**src/design/t8c_pkg.sv**
```systemverilog
// Shared constants and types for the 8-bit timer with one compare unit.
// Assumes an AXI4-Lite master with 32-bit data and a byte-addressed map.
package t8c_pkg;
    // Bus geometry, counter and prescaler widths
    localparam int unsigned ADDR_W = 6;
    localparam int unsigned DATA_W = 32;
    localparam int unsigned CNT_W = 8;
    localparam int unsigned PRE_W = 10;

    // Register byte offsets
    localparam logic [5:0] OFF_CTRL = 6'h00;
    localparam logic [5:0] OFF_COUNT = 6'h04;
    localparam logic [5:0] OFF_COMPARE = 6'h08;
    localparam logic [5:0] OFF_FLAG = 6'h0c;
    localparam logic [5:0] OFF_MASK = 6'h10;

    // Flag and mask bit positions
    localparam int unsigned FLG_OVF = 0;
    localparam int unsigned FLG_CMP = 1;

    // Extreme counter values and control reset value
    localparam logic [7:0] CNT_BOTTOM = 8'h00;
    localparam logic [7:0] CNT_MAX = 8'hff;
    localparam logic [7:0] CTRL_RST = 8'h00;

    // Clock source select codes
    localparam logic [2:0] CS_STOP = 3'h0;
    localparam logic [2:0] CS_DIV1 = 3'h1;
    localparam logic [2:0] CS_DIV8 = 3'h2;
    localparam logic [2:0] CS_DIV64 = 3'h3;
    localparam logic [2:0] CS_DIV256 = 3'h4;
    localparam logic [2:0] CS_DIV1024 = 3'h5;
    localparam logic [2:0] CS_EXT_FALL = 3'h6;
    localparam logic [2:0] CS_EXT_RISE = 3'h7;

    // Prescaler tap masks (tick when all masked bits are one)
    localparam logic [9:0] PRE_M8 = 10'h007;
    localparam logic [9:0] PRE_M64 = 10'h03f;
    localparam logic [9:0] PRE_M256 = 10'h0ff;
    localparam logic [9:0] PRE_M1024 = 10'h3ff;

    // Compare output actions
    localparam logic [1:0] ACT_NONE = 2'h0;
    localparam logic [1:0] ACT_TOGGLE = 2'h1;
    localparam logic [1:0] ACT_CLEAR = 2'h2;
    localparam logic [1:0] ACT_SET = 2'h3;

    // Bus responses
    localparam logic [1:0] RESP_OKAY = 2'h0;
    localparam logic [1:0] RESP_SLVERR = 2'h2;

    typedef enum logic [1:0] {
        WGM_NORMAL = 2'h0,
        WGM_PHASE = 2'h1,
        WGM_CTC = 2'h2,
        WGM_FAST = 2'h3
    } t8c_wgm_t;

    // Control register layout, bit 7 down to bit 0
    typedef struct packed {
        logic force_cmp;
        logic [1:0] action;
        t8c_wgm_t mode;
        logic [2:0] src;
    } t8c_ctrl_t;
endpackage

```
**src/design/t8c_timer.sv**
```systemverilog
// 8-bit up/down timer with one compare unit behind an AXI4-Lite slave.
// Assumes one clock; the count pin is asynchronous, ack and enable inputs are
// driven by logic on clk.
//
// Our own choices: the placing of the registers and the AXI4-Lite slave port.
`timescale 1ns/1ps
`default_nettype none

module t8c_timer (
    // Clock and reset
    input wire logic clk,
    input wire logic reset_n,
    // AXI4-Lite write address
    input wire logic s_axi_awvalid,
    output logic s_axi_awready,
    input wire logic [t8c_pkg::ADDR_W-1:0] s_axi_awaddr,
    input wire logic [2:0] s_axi_awprot,
    // AXI4-Lite write data
    input wire logic s_axi_wvalid,
    output logic s_axi_wready,
    input wire logic [t8c_pkg::DATA_W-1:0] s_axi_wdata,
    input wire logic [3:0] s_axi_wstrb,
    // AXI4-Lite write response
    output logic s_axi_bvalid,
    input wire logic s_axi_bready,
    output logic [1:0] s_axi_bresp,
    // AXI4-Lite read address
    input wire logic s_axi_arvalid,
    output logic s_axi_arready,
    input wire logic [t8c_pkg::ADDR_W-1:0] s_axi_araddr,
    input wire logic [2:0] s_axi_arprot,
    // AXI4-Lite read data
    output logic s_axi_rvalid,
    input wire logic s_axi_rready,
    output logic [t8c_pkg::DATA_W-1:0] s_axi_rdata,
    output logic [1:0] s_axi_rresp,
    // Count pin and processor side
    input wire logic external_count_input,
    input wire logic global_irq_enable,
    input wire logic compare_irq_ack,
    input wire logic overflow_irq_ack,
    // Outputs
    output logic compare_output_pin,
    output logic irq_compare,
    output logic irq_overflow
);
    // Write channel state
    logic aw_hold_q, aw_hold_d, w_hold_q, w_hold_d;
    logic [t8c_pkg::ADDR_W-1:0] awaddr_q, awaddr_d;
    logic [t8c_pkg::CNT_W-1:0] wbyte_q, wbyte_d;
    logic wlane_q, wlane_d, force_q, force_d;
    logic awready_q, awready_d, wready_q, wready_d;
    logic bvalid_q, bvalid_d;
    logic [1:0] bresp_q, bresp_d;
    // Read channel state
    logic arready_q, arready_d, rvalid_q, rvalid_d;
    logic [t8c_pkg::DATA_W-1:0] rdata_q, rdata_d;
    logic [1:0] rresp_q, rresp_d;
    // Timer state
    t8c_pkg::t8c_ctrl_t ctrl_q, ctrl_d;
    logic [t8c_pkg::CNT_W-1:0] cnt_q, cnt_d, cmp_act_q, cmp_act_d, cmp_buf_q, cmp_buf_d;
    logic [1:0] mask_q, mask_d;
    logic down_q, down_d, block_q, block_d;
    logic ovf_flag_q, ovf_flag_d, cmp_flag_q, cmp_flag_d;
    logic wave_q, wave_d, pin_q, pin_d;
    logic irq_cmp_q, irq_cmp_d, irq_ovf_q, irq_ovf_d;
    logic [t8c_pkg::PRE_W-1:0] pre_q, pre_d;
    logic ext_s1_q, ext_s2_q, ext_s3_q;
    // Decoded strobes
    logic wr_fire, wr_map, wr_ctrl, wr_count, wr_cmp, wr_flag, wr_mask;
    logic tick, match, at_max, at_bottom, pwm, cmp_set, ovf_set, buf_load, force_evt;
    logic [t8c_pkg::ADDR_W-1:0] aw_word, ar_word;

    // Word-aligned addresses
    assign aw_word = {awaddr_q[t8c_pkg::ADDR_W-1:2], 2'h0};
    assign ar_word = {s_axi_araddr[t8c_pkg::ADDR_W-1:2], 2'h0};

    // Write decode, lane 0 carries the byte
    assign wr_fire = aw_hold_q && w_hold_q && !bvalid_q;
    assign wr_map = (aw_word == t8c_pkg::OFF_CTRL) || (aw_word == t8c_pkg::OFF_COUNT) ||
        (aw_word == t8c_pkg::OFF_COMPARE) || (aw_word == t8c_pkg::OFF_FLAG) ||
        (aw_word == t8c_pkg::OFF_MASK);
    assign wr_ctrl = wr_fire && wlane_q && (aw_word == t8c_pkg::OFF_CTRL);
    assign wr_count = wr_fire && wlane_q && (aw_word == t8c_pkg::OFF_COUNT);
    assign wr_cmp = wr_fire && wlane_q && (aw_word == t8c_pkg::OFF_COMPARE);
    assign wr_flag = wr_fire && wlane_q && (aw_word == t8c_pkg::OFF_FLAG);
    assign wr_mask = wr_fire && wlane_q && (aw_word == t8c_pkg::OFF_MASK);

    // AXI write channel next state
    always_comb begin
        aw_hold_d = aw_hold_q;
        w_hold_d = w_hold_q;
        awaddr_d = awaddr_q;
        wbyte_d = wbyte_q;
        wlane_d = wlane_q;
        force_d = force_q;
        bvalid_d = bvalid_q;
        bresp_d = bresp_q;
        if (s_axi_awvalid && awready_q) begin
            aw_hold_d = 1'b1;
            awaddr_d = s_axi_awaddr;
        end
        if (s_axi_wvalid && wready_q) begin
            w_hold_d = 1'b1;
            wbyte_d = s_axi_wdata[t8c_pkg::CNT_W-1:0];
            wlane_d = s_axi_wstrb[0];
            force_d = s_axi_wdata[t8c_pkg::CNT_W-1];
        end
        if (s_axi_bvalid && s_axi_bready) begin
            bvalid_d = 1'b0;
        end
        if (wr_fire) begin
            aw_hold_d = 1'b0;
            w_hold_d = 1'b0;
            bvalid_d = 1'b1;
            bresp_d = wr_map ? t8c_pkg::RESP_OKAY : t8c_pkg::RESP_SLVERR;
        end
        awready_d = !aw_hold_d;
        wready_d = !w_hold_d;
    end

    // AXI write channel registers
    always_ff @(posedge clk or negedge reset_n) begin
        if (!reset_n) begin
            aw_hold_q <= 1'b0;
            w_hold_q <= 1'b0;
            awaddr_q <= '0;
            wbyte_q <= '0;
            wlane_q <= 1'b0;
            force_q <= 1'b0;
            awready_q <= 1'b0;
            wready_q <= 1'b0;
            bvalid_q <= 1'b0;
            bresp_q <= t8c_pkg::RESP_OKAY;
        end else begin
            aw_hold_q <= aw_hold_d;
            w_hold_q <= w_hold_d;
            awaddr_q <= awaddr_d;
            wbyte_q <= wbyte_d;
            wlane_q <= wlane_d;
            force_q <= force_d;
            awready_q <= awready_d;
            wready_q <= wready_d;
            bvalid_q <= bvalid_d;
            bresp_q <= bresp_d;
        end
    end

    // AXI read channel next state, reads have no side effects
    always_comb begin
        arready_d = arready_q;
        rvalid_d = rvalid_q;
        rdata_d = rdata_q;
        rresp_d = rresp_q;
        if (s_axi_rvalid && s_axi_rready) begin
            rvalid_d = 1'b0;
        end
        if (s_axi_arvalid && arready_q) begin
            rvalid_d = 1'b1;
            rdata_d = '0;
            rresp_d = t8c_pkg::RESP_OKAY;
            unique case (ar_word)
                t8c_pkg::OFF_CTRL: rdata_d[t8c_pkg::CNT_W-2:0] = ctrl_q[t8c_pkg::CNT_W-2:0];
                t8c_pkg::OFF_COUNT: rdata_d[t8c_pkg::CNT_W-1:0] = cnt_q;
                t8c_pkg::OFF_COMPARE: rdata_d[t8c_pkg::CNT_W-1:0] = pwm ? cmp_buf_q : cmp_act_q;
                t8c_pkg::OFF_FLAG: begin
                    rdata_d[t8c_pkg::FLG_OVF] = ovf_flag_q;
                    rdata_d[t8c_pkg::FLG_CMP] = cmp_flag_q;
                end
                t8c_pkg::OFF_MASK: rdata_d[1:0] = mask_q;
                default: rresp_d = t8c_pkg::RESP_SLVERR;
            endcase
        end
        arready_d = !rvalid_d;
    end

    // AXI read channel registers
    always_ff @(posedge clk or negedge reset_n) begin
        if (!reset_n) begin
            arready_q <= 1'b0;
            rvalid_q <= 1'b0;
            rdata_q <= '0;
            rresp_q <= t8c_pkg::RESP_OKAY;
        end else begin
            arready_q <= arready_d;
            rvalid_q <= rvalid_d;
            rdata_q <= rdata_d;
            rresp_q <= rresp_d;
        end
    end

    // Count pin synchroniser, third stage for edge detection
    always_ff @(posedge clk or negedge reset_n) begin
        if (!reset_n) begin
            ext_s1_q <= 1'b0;
            ext_s2_q <= 1'b0;
            ext_s3_q <= 1'b0;
        end else begin
            ext_s1_q <= external_count_input;
            ext_s2_q <= ext_s1_q;
            ext_s3_q <= ext_s2_q;
        end
    end

    // Free-running prescaler
    assign pre_d = pre_q + 10'h001;
    always_ff @(posedge clk or negedge reset_n) begin
        if (!reset_n) begin
            pre_q <= '0;
        end else begin
            pre_q <= pre_d;
        end
    end

    always_comb begin
        unique case (ctrl_q.src)
            t8c_pkg::CS_STOP: tick = 1'b0;
            t8c_pkg::CS_DIV1: tick = 1'b1;
            t8c_pkg::CS_DIV8: tick = (pre_q & t8c_pkg::PRE_M8) == t8c_pkg::PRE_M8;
            t8c_pkg::CS_DIV64: tick = (pre_q & t8c_pkg::PRE_M64) == t8c_pkg::PRE_M64;
            t8c_pkg::CS_DIV256: tick = (pre_q & t8c_pkg::PRE_M256) == t8c_pkg::PRE_M256;
            t8c_pkg::CS_DIV1024: tick = (pre_q & t8c_pkg::PRE_M1024) == t8c_pkg::PRE_M1024;
            t8c_pkg::CS_EXT_FALL: tick = ext_s3_q && !ext_s2_q;
            t8c_pkg::CS_EXT_RISE: tick = !ext_s3_q && ext_s2_q;
        endcase
    end

    assign at_bottom = cnt_q == t8c_pkg::CNT_BOTTOM;
    assign at_max = cnt_q == t8c_pkg::CNT_MAX;
    assign match = cnt_q == cmp_act_q;
    assign pwm = (ctrl_q.mode == t8c_pkg::WGM_PHASE) || (ctrl_q.mode == t8c_pkg::WGM_FAST);
    // load at top turn only (count at max)
    assign buf_load = pwm && tick && at_max;
    assign cmp_set = tick && match && !block_q;
    assign ovf_set = tick && ((ctrl_q.mode == t8c_pkg::WGM_PHASE) ? (down_q && at_bottom) :
        at_max);
    assign force_evt = wr_ctrl && force_q && !pwm;

    // Counter, direction and control next state
    always_comb begin
        cnt_d = cnt_q;
        down_d = 1'b0;
        ctrl_d = ctrl_q;
        if (tick) begin
            unique case (ctrl_q.mode)
                t8c_pkg::WGM_PHASE: begin
                    down_d = down_q;
                    if (!down_q && at_max) begin
                        down_d = 1'b1;
                    end else if (down_q && at_bottom) begin
                        down_d = 1'b0;
                    end
                    cnt_d = down_d ? cnt_q - 8'h01 : cnt_q + 8'h01;
                end
                t8c_pkg::WGM_CTC: cnt_d = match ? t8c_pkg::CNT_BOTTOM : cnt_q + 8'h01;
                t8c_pkg::WGM_NORMAL,
                t8c_pkg::WGM_FAST: cnt_d = cnt_q + 8'h01;
            endcase
        end else if (ctrl_q.mode == t8c_pkg::WGM_PHASE) begin
            down_d = down_q;
        end
        if (wr_count) begin
            cnt_d = wbyte_q;
        end
        if (wr_ctrl) begin
            ctrl_d = t8c_pkg::t8c_ctrl_t'(wbyte_q);
            ctrl_d.force_cmp = 1'b0;
        end
    end

    // Compare, flags, mask and block next state
    always_comb begin
        cmp_buf_d = cmp_buf_q;
        cmp_act_d = cmp_act_q;
        mask_d = mask_q;
        block_d = wr_count ? 1'b1 : (tick ? 1'b0 : block_q);
        if (wr_cmp) begin
            cmp_buf_d = wbyte_q;
            if (!pwm) begin
                cmp_act_d = wbyte_q;
            end
        end
        if (buf_load) begin
            cmp_act_d = cmp_buf_q;
        end
        if (wr_mask) begin
            mask_d = wbyte_q[1:0];
        end
        // service or write-one clears, set wins
        ovf_flag_d = (ovf_flag_q && !overflow_irq_ack &&
            !(wr_flag && wbyte_q[t8c_pkg::FLG_OVF])) || ovf_set;
        cmp_flag_d = (cmp_flag_q && !compare_irq_ack &&
            !(wr_flag && wbyte_q[t8c_pkg::FLG_CMP])) || cmp_set;
        irq_cmp_d = cmp_flag_q && mask_q[t8c_pkg::FLG_CMP] && global_irq_enable;
        irq_ovf_d = ovf_flag_q && mask_q[t8c_pkg::FLG_OVF] && global_irq_enable;
    end

    always_comb begin
        wave_d = wave_q;
        unique case (ctrl_q.mode)
            t8c_pkg::WGM_NORMAL,
            t8c_pkg::WGM_CTC: begin
                if (cmp_set || force_evt) begin
                    unique case (ctrl_q.action)
                        t8c_pkg::ACT_NONE: wave_d = wave_q;
                        t8c_pkg::ACT_TOGGLE: wave_d = !wave_q;
                        t8c_pkg::ACT_CLEAR: wave_d = 1'b0;
                        t8c_pkg::ACT_SET: wave_d = 1'b1;
                    endcase
                end
            end
            t8c_pkg::WGM_FAST: begin
                if (ctrl_q.action[1]) begin
                    if (cmp_set) begin
                        wave_d = ctrl_q.action[0];
                    end
                    if (tick && at_max) begin
                        wave_d = !ctrl_q.action[0];
                    end
                end
            end
            t8c_pkg::WGM_PHASE: begin
                if (ctrl_q.action[1] && cmp_set) begin
                    wave_d = down_q ^ ctrl_q.action[0];
                end
            end
        endcase
        pin_d = (ctrl_q.action != t8c_pkg::ACT_NONE) ? wave_d : 1'b0;
    end

    always_ff @(posedge clk or negedge reset_n) begin
        if (!reset_n) begin
            ctrl_q <= t8c_pkg::t8c_ctrl_t'(t8c_pkg::CTRL_RST);
            cnt_q <= t8c_pkg::CNT_BOTTOM;
            cmp_act_q <= t8c_pkg::CNT_BOTTOM;
            cmp_buf_q <= t8c_pkg::CNT_BOTTOM;
            mask_q <= 2'h0;
            down_q <= 1'b0;
            block_q <= 1'b0;
            ovf_flag_q <= 1'b0;
            cmp_flag_q <= 1'b0;
            wave_q <= 1'b0;
            pin_q <= 1'b0;
            irq_cmp_q <= 1'b0;
            irq_ovf_q <= 1'b0;
        end else begin
            ctrl_q <= ctrl_d;
            cnt_q <= cnt_d;
            cmp_act_q <= cmp_act_d;
            cmp_buf_q <= cmp_buf_d;
            mask_q <= mask_d;
            down_q <= down_d;
            block_q <= block_d;
            ovf_flag_q <= ovf_flag_d;
            cmp_flag_q <= cmp_flag_d;
            wave_q <= wave_d;
            pin_q <= pin_d;
            irq_cmp_q <= irq_cmp_d;
            irq_ovf_q <= irq_ovf_d;
        end
    end

    // Outputs straight from flops
    assign s_axi_awready = awready_q;
    assign s_axi_wready = wready_q;
    assign s_axi_bvalid = bvalid_q;
    assign s_axi_bresp = bresp_q;
    assign s_axi_arready = arready_q;
    assign s_axi_rvalid = rvalid_q;
    assign s_axi_rdata = rdata_q;
    assign s_axi_rresp = rresp_q;
    assign compare_output_pin = pin_q;
    assign irq_compare = irq_cmp_q;
    assign irq_overflow = irq_ovf_q;
endmodule

`default_nettype wire

```
**config.mk**
```make
export PLATFORM = sky130hd
export DESIGN_NAME = t8c_timer
export DESIGN_NICKNAME = d
export VERILOG_FILES = /design/src/design/t8c_pkg.sv /design/src/design/t8c_timer.sv
export SDC_FILE = /design/constraint.sdc
export NUM_CORES = 1
export LEC_CHECK = 0
export BUFFER_PORTS_ARGS = -buffer_cell sky130_fd_sc_hd__buf_2
export CORE_MARGIN = 8
export CORE_UTILIZATION = 26
export CTS_CLUSTER_SIZE = 40
export DETAILED_ROUTE_END_ITERATION = 10
export PLACE_DENSITY = 0.45
export REMOVE_ABC_BUFFERS = 1
export SYNTH_ARGS = -nofsm -noshare
export SYNTH_HDL_FRONTEND = slang
export SYNTH_SLANG_ARGS = --single-unit
export TNS_END_PERCENT = 5
```
**constraint.sdc**
```tcl
create_clock -name clk -period 3.2 [get_ports clk]
set_input_delay 0.32 -clock clk [delete_from_list [all_inputs] [get_ports clk]]
set_output_delay 0.32 -clock clk [all_outputs]
set_load 0.02 [all_outputs]
```
* Word level (Yosys, flattened, before mapping)
Index checks and enable logic that the tools add are counted.
Word-level totals: input port bits 65, register bits after elaboration 89, output and inout port bits 44, logic and storage cells 180
Cells by class: equality and inequality tests 29, multiplexer cells 41, reduce and logical (&&, ||, !) cells 73, bitwise operators 1, add/sub/neg operators 3
Operators with widths (number):
- $mux W8 | 8
- $logic_and A1 B1 Y1 | 36
- $mux W1 | 24
- $pmux W8 S3 | 1
- $eq A4 B2 Y1 const B | 4
- $eq A8 B8 Y1 const B | 2
- $eq A3 B3 Y1 const B | 5
- $logic_not A1 Y1 | 15
- $pmux W5 S3 | 1
- $logic_not A6 Y1 | 2
- $add A10 B1 Y10 const B | 1
- $eq A10 B10 Y1 const B | 1
- $pmux W2 S5 | 1
- $add A8 B1 Y8 const B | 1
- $eq A2 B2 Y1 const B | 4
- $eq A4 B1 Y1 const B | 2
- $eq A4 B3 Y1 const B | 2
- $eq A8 B8 Y1 | 1
- $logic_not A8 Y1 | 1
- $logic_or A1 B1 Y1 | 8
- $pmux W1 S8 | 1
- $reduce_bool A2 Y1 | 4
- $sub A8 B1 Y8 const B | 1
- $eq A3 B2 Y1 const B | 2
- other kinds (15) | 19

* Logic depth before layout (Yosys ltp)
Gate-level depths: netlist of run 1.
depth in word-level cells 10, mapped depth 10

* Worst setup path before layout of run 1
No wires, ideal clock.
kind reg2reg, from reg cnt_q[1] (netlist name), to reg cnt_q[5] (netlist name), path slack 0.861 ns, cell stages (with the launch flop) 11, data arrival time 2.213 ns, clock period less this slack 2.339 ns, buffers on the path 2, path through dfrtp_1 > buf_2 > inv_1 > ha_1 > nand4_2 > a22o_4 > and2_4 > buf_6 > a31oi_1 > mux2_1 > a221o_1
Between the ends: longest elaborated chain between the ends 10, elaborated cells between the ends (all ways) 16, those cells by class add/sub (2); eq/ne (2); mux (9); reduce/logical (3)
RTL lines:
- start: declaration | line t8c_timer.sv:61 | logic [t8c_pkg::CNT_W-1:0] cnt_q, cnt_d, cmp_act_q, cmp_act_d, cmp_buf_q, cmp_buf_d;
- start signal: assignment | line t8c_timer.sv:334 | cnt_q <= t8c_pkg::CNT_BOTTOM;
- start signal: assignment | line t8c_timer.sv:348 | cnt_q <= cnt_d;
- $logic_not A8 Y1 | line t8c_timer.sv:228 | assign at_bottom = cnt_q == t8c_pkg::CNT_BOTTOM;
- $logic_and A1 B1 Y1 | line t8c_timer.sv:250 | end else if (down_q && at_bottom) begin
- $mux W1 | line t8c_timer.sv:250
- $mux W1 | line t8c_timer.sv:248 | if (!down_q && at_max) begin
- $mux W1 | line t8c_timer.sv:245 | unique case (ctrl_q.mode)
- $mux W1 | line t8c_timer.sv:244 | if (tick) begin
- $mux W8 | line t8c_timer.sv:253 | cnt_d = down_d ? cnt_q - 8'h01 : cnt_q + 8'h01;
- $pmux W8 S3 (*) | line t8c_timer.sv:245
- $mux W8 (*) | line t8c_timer.sv:244
- $mux W8 (*) | line t8c_timer.sv:262 | if (wr_count) begin
Mark *: on every way between the ends. The rest lies on a longest branch, timed or not. The select of a mux whose other input is x is not followed. A chain may end at the register's enable or synchronous reset.

* Worst setup path after layout of run 1
from reg cnt_q[2] (netlist name), to reg cnt_q[5] (netlist name)
The elaborated chain is that of the path after synthesis.

==> results.txt, run 1 <==
----------------------------------------------------
[CTS]
  Deepest clock path buffer count ... 2
  Post-CTS setup buffers ... 0
  Count of instances resized after the clock tree is built ... 0
  Number of clock buffers inserted by TritonCTS ... 9
  H-Tree Level Count ... 3
  Worst-Skew Late Latency ... 0.35 ns
  Total of hold buffers inserted after clock tree synthesis ... 0
  TritonCTS clock tree ... done
  Clock transition at the registers of the reported paths ... 0.06 ns
  Sinks on the clock net ... 84
  Root buffer cell ... sky130_fd_sc_hd__clkbuf_16

[Status]
  Run status ... completed

[Setup path]
  Endpoint arrival time on the critical path ... 2.82 ns
  Data required time at the worst endpoint ... 3.43 ns
  Kind of capture point of the worst setup path ... register
  Max FO, Critical Path ... 13
  Worst reg-to-reg setup slack ... 0.61 ns
  Cell occurring most often along the worst timing path ... sky130_fd_sc_hd__a221o_1
  Logic depth of the worst register-to-register path ... 7
  CP Launch Type ... register
  Cell with the largest stage delay on the worst path ... sky130_fd_sc_hd__dfrtp_1
  Cells along the critical path ... xnor2_1 > nand4_1 > o21ai_1 > a221o_1 > nor2_1 > mux2_1 > a221o_1
  Critical path's largest stage delay ... 0.66 ns
  Class of the most critical setup path ... reg -> reg

[Power and ir drop]
  VDD IR-drop max ... 0.2817 mV
  Fraction of power consumed by sequential logic ... 44.6%
  Proportion of power drawn by combinational gates ... 30.3%
  Leakage ... 2.461 nW
  Internal power component ... 0.002586 W
  Fraction of power spent switching nets ... 37.20%
  Total power per unit cell area ... 793.5 mW/mm²
  Switching pwr ... 0.001532 W
  Part of the total power dissipated in the clock network ... 25.1%

[Synthesis]
  Main combinational cell family by area after synthesis ... compound AO/OA/AOI/OAI gates
  Count of mapped cells out of synthesis ... 422
  Number of flip-flops and latches in the synthesized netlist ... 84
  Top_reg_cell synth ... sky130_fd_sc_hd__dfrtp_1
  Synth Area in Simple Gates ... 12.67%
  Number of flops mapped to enable cells by yosys ... 0
  Mean instance size in the synthesized netlist ... 10.77 µm²
  Cell Area, Synth ... 0.004544 mm²
  Sequential cell area fraction in the yosys report ... 46.26%
  Yosys Warn Count ... 0
  Adder-cell area share of the yosys netlist ... 1.927%
  Fraction of synthesized area in multiplexers ... 11.23%
  Xor/xnor cell area share of the yosys netlist ... 3.855%
  Share of the synthesized area in compound gates (AO/OA/AOI/OAI) ... 15.25%
  Asr flop ratio synth ... 100.0%
  Count of cell types in the netlist ... 60

[Finish]
  Ratio of cells with drive above 1 in the final layout ... 23.03%
  Syn-to-layout area delta ... 14.21%
  Fin util ... 30.22%
  Number of nets in the layout ... 537
  Leading cell type in the layout, fill and taps excluded ... sky130_fd_sc_hd__dfrtp_1
  Antenna diodes ... 0
  Most used cells in the layout excluding fill and tap cells ... sky130_fd_sc_hd__dfrtp_1, sky130_fd_sc_hd__buf_2, sky130_fd_sc_hd__mux2_2

[Global routing]
  Number of global-route vias before repair ... 3379
  Global-route wire length before repair ... 18.35 mm
  Residual overflow from global routing ... 0
  Largest net degree at the start of global routing ... 85
  Antenna violations before repair ... 0
  GRT Overall Usage ... 10.59%

[Place]
  Buffers on Ports ... 45
  Detailed-placement wirelength estimate ... 8.283 mm
  GP Congestion ... 0.8333

[STA]
  Number of endpoints with negative hold slack in the final report ... 0
  Final-report setup violation count ... 0
  Relative slew slack ... 51.27%
  Actual transition at the worst max-transition pin ... 0.7283 ns
  Final Slew Violations ... 0
  Part of the cycle the worst path needs ... 81.09%
  Max Fclk ... 385.4 MHz
  Total negative slack for setup checks ... 0 ns
  Final Skew ... 0.008133 ns
  Worst hold slack ... 0.009306 ns
  Unrepaired setup endpoints after global routing ... false
  Post-route minimum period ... 2.595 ns

[Floorplan]
  Area of the die ... 0.02196 mm²
  Standard-cell row count ... 48
  Initial Util ... 26.46%
  Placeable core area ... 0.01718 mm²
  X dimension of the die ... 148.2 µm
  Die span in y ... 148.2 µm
  Number of top-level pins ... 109

[Detailed routing]
  Drt first-iter violations ... 229
  Remaining design rule violation count ... 0
  Routed wire length ... 11.27 mm
  Number of detailed-routing iterations run before antenna repair ... 4
  Via density per instance ... 4.718
  Count of antenna-violating nets left after detailed routing ... 0
  Number of vias in the routed layout ... 3274
  Detailed-route wire length per cell ... 16.24 µm

[Flow run]
  Max cap viols ... 0

[Min path]
  Tightest Hold Check Type ... in -> async

----------------------------------------------------
==> registers in the layout, summed over array words and instances (netlist names), 4 cells and up <==
name	count
cmp_act_q	8
cnt_q	8
s_axi_rdata	8
pre_q	10
cmp_buf_q	8
wbyte_q	8
awaddr_q	4
ctrl_q	7
==> per-layer routing <==
metal	part of all wire, %	GRT usage (%)
met5	0	0
met4	1.4	3.621
met3	6.1	3.342
met2	46	16.53
met1	46	13.56
==> path summary, 6_finish.rpt <==
| path | startpoint | endpoint |
|---|---|---|
| min in group clk | external_count_input | ext_s1_q$_DFF_PN0_ |
| hold reg to reg | ext_s1_q$_DFF_PN0_ | ext_s2_q$_DFF_PN0_ |
| hold / removal | reset_n | compare_output_pin$_DFF_PN0_ |
| setup reg to reg | cnt_q[2]$_DFFE_PN0P_ | cnt_q[5]$_DFFE_PN0P_ |
| max in group asynchronous | reset_n | s_axi_rdata[4]$_DFFE_PN0P_ |
| setup / recovery | cnt_q[2]$_DFFE_PN0P_ | cnt_q[5]$_DFFE_PN0P_ |
==> logic make-up after synthesis <==
family / count (synthesis)
xor+xnor: 20
simple gates: 103
compound gates: 96
flops: 84
fa+ha+maj: 7
buf+inv: 64
mux: 47
other cells: 1
==> through the flow <==
step                setup WS [ns]  std cells  total power (W)  cell area [µm²]
floorplan                  0.8486        399         0.002609             4302
global placement           0.6984        679         0.003080             4898
detailed placement         0.6627        679         0.003112             4898
CTS                        0.6521        694         0.004165             5190
global route               0.5235        694         0.004393             5190
finish                     0.6050        694         0.004118             5190
==> power by group through the flow <==
stage / Combinational (W) / Sequential [W] / Clock [W]
CTS: 0.00126 / 0.00184 / 0.00107
floorplan: 0.000861 / 0.00175 / 0
global placement: 0.00123 / 0.00185 / 0
finish: 0.00125 / 0.00184 / 0.00103
detailed placement: 0.00125 / 0.00186 / 0
global route: 0.00139 / 0.00190 / 0.00110
==> area by class of cell <==
type | count | area [µm²]
clock inverters | 5 | 52.55
well taps | 225 | 281.5
repair buffers | 55 | 315.3
flip-flops and latches | 84 | 2102
fillers | 1827 | 11990
clock buffers | 10 | 239.0
inverters | 16 | 60.06
multi-input cells | 299 | 2140
==> worst max-delay path, delay by kind of cell, from the launching register on <==
family	cells	cell delay [ns]
AOI/OAI and AO/OA	3	1.04
DFF	1	0.66
xor gates and xnor gates	1	0.18
muxes	1	0.30
and+or+nand+nor	2	0.29
==> Yosys cell counts (all sizes together), types with 5 or more instances <==
cell type  count  area, µm²
a21o          10      75.07
buf           38      295.3
nor2          23      86.33
inv           16      60.06
nand2         19      71.32
xnor2         14      122.6
a221o          5      50.05
ha             7      87.58
clkbuf        10      41.29
a21oi         10      50.05
a31oi          8      50.05
xor2           6      52.55
mux2i         15      150.1
o22ai          7      43.79
nor3          10      71.32
dfrtp         84       2102
mux2          32      360.3
o21ai         19      95.09
nand3         11      55.05
a22o          15      140.1
nand2b         5      31.28
nand4         10      68.81
and3           7      48.80
Power figures use the tool's default switching activity.
==> run 2: changes to the inputs <==
- clock period: 3.2 -> 2.39 ns (I/O delays scaled with it)
==> run 2 against run 1 <==
  * Clock-buffer cell count increased by 2
  * Die area unchanged
  * Sequential power increased by 33%
  * Sequential share of layout area decreased by 1.9 points
  * Critical path type unchanged
  * Highest routed layer unchanged
==> results.txt, run 2 (synthesis results as in run 1) <==
----------------------------------------------------
[Status]
  Run status ... completed

[Setup path]
  CP startpoint ... cnt_q[2]$_DFFE_PN0P_
  Max FO, Critical Path ... 6 (-7)
  CP Launch Type ... register
  Logic depth of the worst register-to-register path ... 7 (unchanged)
  Endpoint arrival time on the critical path ... 2.53 ns (-0.29 ns)
  Data required time at the worst endpoint ... 2.61 ns (-0.82 ns)
  Startpoint of the most critical register-to-register path ... cnt_q[2]$_DFFE_PN0P_
  Class of the most critical setup path ... reg -> reg
  Kind of capture point of the worst setup path ... register

[Floorplan]
  Die span in y ... 148.2 µm (unchanged)
  Placeable core area ... 0.01718 mm² (unchanged)
  X dimension of the die ... 148.2 µm (unchanged)
  Area of the die ... 0.02196 mm² (unchanged)
  Number of top-level pins ... 109 (unchanged)
  Initial Util ... 26.46% (unchanged)
  Standard-cell row count ... 48 (unchanged)

[STA]
  Final Skew ... 0.006908 ns (-0.001225 ns)
  Actual transition at the worst max-transition pin ... 0.5852 ns (-0.1431 ns)
  Part of the cycle the worst path needs ... 96.65% (+16 points)
  Final-report setup violation count ... 0 (unchanged)
  Max Fclk ... 432.9 MHz (+12%)
  Total negative slack for setup checks ... 0 ns (unchanged)
  Unrepaired setup endpoints after global routing ... false
  Number of endpoints with negative hold slack in the final report ... 0 (unchanged)
  Relative slew slack ... 60.99% (+9.7 points)
  Final Slew Violations ... 0 (unchanged)
  Post-route minimum period ... 2.310 ns (-0.2849 ns)

[Finish]
  Leading cell type in the layout, fill and taps excluded ... sky130_fd_sc_hd__dfrtp_1
  Number of flip-flops under the largest register name ... 10 (unchanged)
  Register ranked first by flip-flop count ... pre_q
  Antenna diodes ... 0 (unchanged)
  Most used cells in the layout excluding fill and tap cells ... sky130_fd_sc_hd__dfrtp_1, sky130_fd_sc_hd__buf_2, sky130_fd_sc_hd__buf_4
  Number of nets in the layout ... 562 (+4.7%)
  Number of fillers in the final layout ... 1801 (-1.4%)
  Syn-to-layout area delta ... 19.91%
  Ratio of cells with drive above 1 in the final layout ... 27.27% (+4.2 points)
  Non-Filler Cell Area, Final ... 0.005449 mm² (+5.0%)

[Global routing]
  Residual overflow from global routing ... 0 (unchanged)
  Largest net degree at the start of global routing ... 44 (-48%)
  GRT Overall Usage ... 11.01% (+0.42 points)
  Global-route wire length before repair ... 19.11 mm (+4.2%)
  Antenna violations before repair ... 0 (unchanged)
  Number of global-route vias before repair ... 3477 (+2.9%)

[CTS]
  Number of clock buffers inserted by TritonCTS ... 9 (unchanged)
  Root buffer cell ... sky130_fd_sc_hd__clkbuf_16
  Worst-Skew Late Latency ... 0.34 ns (about the same)
  H-Tree Level Count ... 3 (unchanged)
  Deepest clock path buffer count ... 2 (unchanged)
  Clock transition at the registers of the reported paths ... 0.06 ns (about the same)
  Sinks on the clock net ... 84 (unchanged)
  TritonCTS clock tree ... done

[Min path]
  Hold Crit Start ... s_axi_bready
  WHS Path Cells ... 2
  Tightest Hold Check Type ... in -> reg

[Detailed routing]
  DRT met1 WL ... 5.544 mm (+5.8%)
  Via density per instance ... 4.663 (-1.2%)
  Count of antenna-violating nets left after detailed routing ... 0 (unchanged)
  DR WL met3 ... 614 µm (-10%)
  Highest metal used ... met4
  Number of detailed-routing iterations run before antenna repair ... 4 (unchanged)
  Detailed-route wire length per cell ... 16.10 µm (-0.89%)
  Drt first-iter violations ... 193 (-16%)
  Number of vias in the routed layout ... 3357 (+2.5%)
  Total length of routed met2 wires ... 5.263 mm (+1.3%)
  Routed wire length ... 11.59 mm (+2.8%)
  Remaining design rule violation count ... 0 (unchanged)

[Power and ir drop]
  Leakage ... 2.608 nW (+6.0%)
  Total power per unit cell area ... 1101 mW/mm² (+39%)
  VDD IR-drop max ... 0.4512 mV (+60%)

[Flow run]
  Max cap viols ... 0 (unchanged)

[Place]
  Post-placement cell area ... 0.005071 mm² (+3.5%)
  Detailed-placement wirelength estimate ... 8.668 mm (+4.6%)
  GP Congestion ... 0.8001 (-4.0%)
  Buffers on Ports ... 45 (unchanged)

----------------------------------------------------
## run 2: report_power, final
group	total [W]	internal, W	switching [W]
sequential	0.00244	0.00185	0.000588
combinational	0.00191	0.000954	0.000954
clock	0.00165	0.00108	0.000572
total	0.00600	0.00389	0.00211
## run 2: critical path, stage by stage, from the launching register on
cell and delay [ns]:
sky130_fd_sc_hd__dfrtp_1 0.50, sky130_fd_sc_hd__and3_4 0.24, sky130_fd_sc_hd__a41o_1 0.25, sky130_fd_sc_hd__a22o_4 0.24, sky130_fd_sc_hd__and2_4 0.16, sky130_fd_sc_hd__a31oi_1 0.19, sky130_fd_sc_hd__mux2_1 0.34, sky130_fd_sc_hd__a221o_1 0.27
## run 2: layer usage
| layer | track usage, % | vias to the layer above |
|---|---|---|
| li1 | - | 1622 |
| met5 | 0 | - |
| met1 | 14.60 | 1646 |
| met2 | 16.92 | 78 |
| met4 | 4.997 | 0 |
| met3 | 2.279 | 11 |
## run 2: area by class of cell
type	count	area [µm²]	share of cell area (%)
Timing Repair Buffer	80	508.0	9.323
Inverter	16	60.06	1.102
Sequential cell	84	2105	38.62
Tap cell	225	281.5	5.166
Clock inverter	4	95.09	1.745
Clock buffer	12	256.5	4.707
Multi-Input combinational cell	299	2143	39.33
## run 2: path summary, 6_finish.rpt
kind / slack (ns) / end
min in group asynchronous: 0.43 / s_axi_bvalid$_DFFE_PN0P_
max reg2reg: 0.08 / cnt_q[5]$_DFFE_PN0P_
min: 0.07 / s_axi_bvalid$_DFFE_PN0P_
max: 0.08 / cnt_q[5]$_DFFE_PN0P_
min reg2reg: 0.37 / ext_s2_q$_DFF_PN0_
max in group asynchronous: 1.31 / cnt_q[3]$_DFFE_PN0P_
## run 2: repair_timing
item                                   in CTS  in global routing
resized for setup                           1                  4
setup endpoints to repair                   3                  3
hold buffers                                2                  0
endpoints found under the hold margin      43                  0
pin swaps                                   0                  1
buffers inserted                            0                  0
## run 2: through the flow
stage               hold WS, ns  power, W  util [%]  std cells  setup WS, ns
detailed placement       0.2772  0.004387     29.52        702      -0.01759
CTS                     0.06105  0.006063     31.69        720       0.04543
global route            0.06532  0.006372     31.72        720       0.01332
finish                  0.06814  0.005999     31.72        720       0.07996
floorplan              -0.05659  0.003494         -        399       0.03857
global placement         0.2662  0.004349     29.52        702      0.008272
==> run 3: changes to the inputs <==
- REMOVE_ABC_BUFFERS: 1 -> not set
==> run 3 against run 2 <==
  * Core utilization shrank 0.13 points
  * Highest routed layer unchanged
  * Non-clock buffer count increased by 3
  * Wire length rose by 0.97%
  * Setup slack gained 0.012 ns
  * Combinational power about the same
  * Worst hold slack gained 0.016 ns
  * Power is 4.2% lower
  * Largest power group unchanged
==> results.txt, run 3 (synthesis results as in run 1) <==
----------------------------------------------------
[Status]
  Run status ... completed

[Setup path]
  FF-to-FF End ... cnt_q[5]$_DFFE_PN0P_
  Logic depth of the worst register-to-register path ... 7 (unchanged)
  Crit. path cell count ... 7 (unchanged)
  CP Launch Type ... register
  Cell with the largest stage delay on the worst path ... sky130_fd_sc_hd__dfrtp_1
  Max FO, Critical Path ... 5 (-1)
  Cells along the critical path ... and3_4 > a41o_1 > a22o_4 > and2_4 > a31oi_1 > mux2_1 > a221o_1
  Kind of capture point of the worst setup path ... register
  Startpoint of the most critical register-to-register path ... cnt_q[2]$_DFFE_PN0P_
  Endpoint arrival time on the critical path ... 2.53 ns (about the same)
  Cell type group with the largest total delay on the critical path ... compound AO/OA/AOI/OAI gates
  Data required time at the worst endpoint ... 2.62 ns (about the same)
  Worst reg-to-reg setup slack ... 0.09 ns (about the same)
  Class of the most critical setup path ... reg -> reg
  Critical path's largest stage delay ... 0.47 ns (-0.03 ns)
  CP Buf/Inv Count ... 0 (unchanged)

[Finish]
  Number of flip-flops under the largest register name ... 10 (unchanged)
  Number of nets in the layout ... 566 (+0.71%)
  Cell Count, Final, Fillers Out ... 724 (+0.56%)
  Register ranked first by flip-flop count ... pre_q
  Leading cell type in the layout, fill and taps excluded ... sky130_fd_sc_hd__dfrtp_1
  Most used cells in the layout excluding fill and tap cells ... sky130_fd_sc_hd__dfrtp_1, sky130_fd_sc_hd__buf_2, sky130_fd_sc_hd__buf_4
  Antenna diodes ... 0 (unchanged)
  Ratio of cells with drive above 1 in the final layout ... 28.06% (+0.78 points)
  Syn-to-layout area delta ... 19.41%

[STA]
  Actual transition at the worst max-transition pin ... 0.6070 ns (+0.02176 ns)
  Final worst slack ... 0.09147 ns (+0.01151 ns)
  Final-report setup violation count ... 0 (unchanged)
  Unrepaired setup endpoints after global routing ... false
  Post-route minimum period ... 2.299 ns (-0.01151 ns)
  Number of endpoints with negative hold slack in the final report ... 0 (unchanged)
  Final Slew Violations ... 0 (unchanged)
  Max Fclk ... 435.1 MHz (+0.50%)
  Relative slew slack ... 59.54% (-1.5 points)
  Final Skew ... 0.008416 ns (+0.001509 ns)
  Part of the cycle the worst path needs ... 96.17% (-0.48 points)

[Global routing]
  Number of global-route vias before repair ... 3495 (+0.52%)
  Antenna violations before repair ... 0 (unchanged)
  GRT Overall Usage ... 10.85% (-0.16 points)
  Residual overflow from global routing ... 0 (unchanged)
  Global-route wire length before repair ... 18.74 mm (-2.0%)
  Largest net degree at the start of global routing ... 45 (+2.3%)

[Detailed routing]
  Via density per instance ... 4.775 (+2.4%)
  Count of antenna-violating nets left after detailed routing ... 0 (unchanged)
  Remaining design rule violation count ... 0 (unchanged)
  Number of vias in the routed layout ... 3457 (+3.0%)
  Drt first-iter violations ... 233 (+21%)
  Number of detailed-routing iterations run before antenna repair ... 4 (unchanged)
  Routed wire length ... 11.71 mm (+0.97%)
  Detailed-route wire length per cell ... 16.17 µm (+0.42%)

[CTS]
  Deepest clock path buffer count ... 2 (unchanged)
  Clock transition at the registers of the reported paths ... 0.06 ns (about the same)
  Root buffer cell ... sky130_fd_sc_hd__clkbuf_16
  Sinks on the clock net ... 84 (unchanged)
  Worst-Skew Late Latency ... 0.35 ns (about the same)
  TritonCTS clock tree ... done
  H-Tree Level Count ... 3 (unchanged)
  Number of clock buffers inserted by TritonCTS ... 9 (unchanged)

[Place]
  Detailed-placement wirelength estimate ... 8.854 mm (+2.2%)
  GP Congestion ... 0.7884 (-1.5%)
  Total instance count after detailed placement ... 704 (+0.28%)
  Buffers on Ports ... 45 (unchanged)
  Placement Setup Slack ... -0.02740 ns (-0.009817 ns)

[Min path]
  Hold Crit Start ... s_axi_bready
  WHS Path Cells ... 2 (unchanged)
  Worst hold endpoint ... s_axi_bvalid$_DFFE_PN0P_
  Tightest Hold Check Type ... in -> reg

[Floorplan]
  Placeable core area ... 0.01718 mm² (unchanged)
  Standard-cell row count ... 48 (unchanged)
  Area of the die ... 0.02196 mm² (unchanged)
  Initial Util ... 26.46% (unchanged)
  Number of top-level pins ... 109 (unchanged)
  Die span in y ... 148.2 µm (unchanged)
  X dimension of the die ... 148.2 µm (unchanged)

[Power and ir drop]
  Total power per unit cell area ... 1059 mW/mm² (-3.8%)
  Leakage ... 2.592 nW (-0.61%)
  VDD IR-drop max ... 0.4380 mV (-2.9%)

[Flow run]
  Max cap viols ... 0 (unchanged)

----------------------------------------------------
==> run 3: changes by cell type in the layout (fill, tap and decap cells not counted), moves of 2 or more <==
cell,before,now
sky130_fd_sc_hd__clkbuf_8,2,0
sky130_fd_sc_hd__clkinvlp_4,0,2
sky130_fd_sc_hd__clkbuf_1,1,3
sky130_fd_sc_hd__buf_4,33,36
sky130_fd_sc_hd__dfrtp_1,82,80
sky130_fd_sc_hd__bufinv_16,3,1
sky130_fd_sc_hd__dfrtp_2,2,4
==> run 3: stage by stage <==
step / instance area, µm² / util (%) / hold slack, ns / power [W] / setup TNS, ns
floorplan: 4638 / - / -0.05659 / 0.003649 / 0
global placement: 5086 / 29.61 / 0.2843 / 0.004341 / -0.09059
detailed placement: 5086 / 29.61 / 0.2860 / 0.004383 / -0.05196
CTS: 5394 / 31.40 / 0.07525 / 0.005782 / 0
global route: 5426 / 31.59 / 0.07434 / 0.006129 / 0
finish: 5426 / 31.59 / 0.08442 / 0.005745 / 0
==> run 3: layer usage <==
layer	vias up	GRT usage (%)	share of wire, %
li1	1629	-	-
met1	1735	14.06	47
met2	80	17.01	45
met3	13	2.613	6.1
met4	0	4.437	1.8
met5	-	0	0
==> run 3: how the worst max path moves through the flow <==
stage	from	endpoint	slack (ns)
2_1_floorplan	cnt_q[1]$_DFFE_PN0P_	cnt_q[5]$_DFFE_PN0P_	0.05
3_3_place_gp	pre_q[1]$_DFF_PN0_	cnt_q[3]$_DFFE_PN0P_	-0.04
3_5_place_dp	pre_q[1]$_DFF_PN0_	cnt_q[5]$_DFFE_PN0P_	-0.03
4_1_cts	cnt_q[0]$_DFFE_PN0P_	cnt_q[5]$_DFFE_PN0P_	0.04
5_1_grt	ctrl_q[3]$_DFFE_PN0P_	cnt_q[6]$_DFFE_PN0P_	0.00006
6_report	cnt_q[2]$_DFFE_PN0P_	cnt_q[5]$_DFFE_PN0P_	0.09
==> run 3: worst register-to-register path: cells and delay by family, from the launching register on <==
| kind | cells | cell delay [ns] |
|---|---|---|
| mux | 1 | 0.34 |
| flops | 1 | 0.47 |
| simple gates | 2 | 0.39 |
| compound gates | 4 | 0.98 |
==> run 3: final cells by class <==
class                      instances  area, µm²
sequential                        84       2107
multi-input combinational        300       2161
timing repair buffer              83      530.5
clock inverter                     4      50.05
fill                            1811      11750
inverter                          16      60.06
clock buffer                      12      236.5
tap                              225      281.5
==> run 3: timing repair <==
action | in CTS | in global routing
buffers inserted | 0 | 1
hold endpoints to repair | 43 | 0
hold buffers | 2 | 0
gates cloned | 0 | 1
endpoints found under the setup margin | 3 | 5
pin swaps | 0 | 1
gates resized for setup | 1 | 7
==> run 3: report_power, final <==
group          internal, W  switching [W]
Combinational     0.000973       0.000969
Clock             0.000808       0.000556
Sequential         0.00186       0.000581
Total              0.00364        0.00211
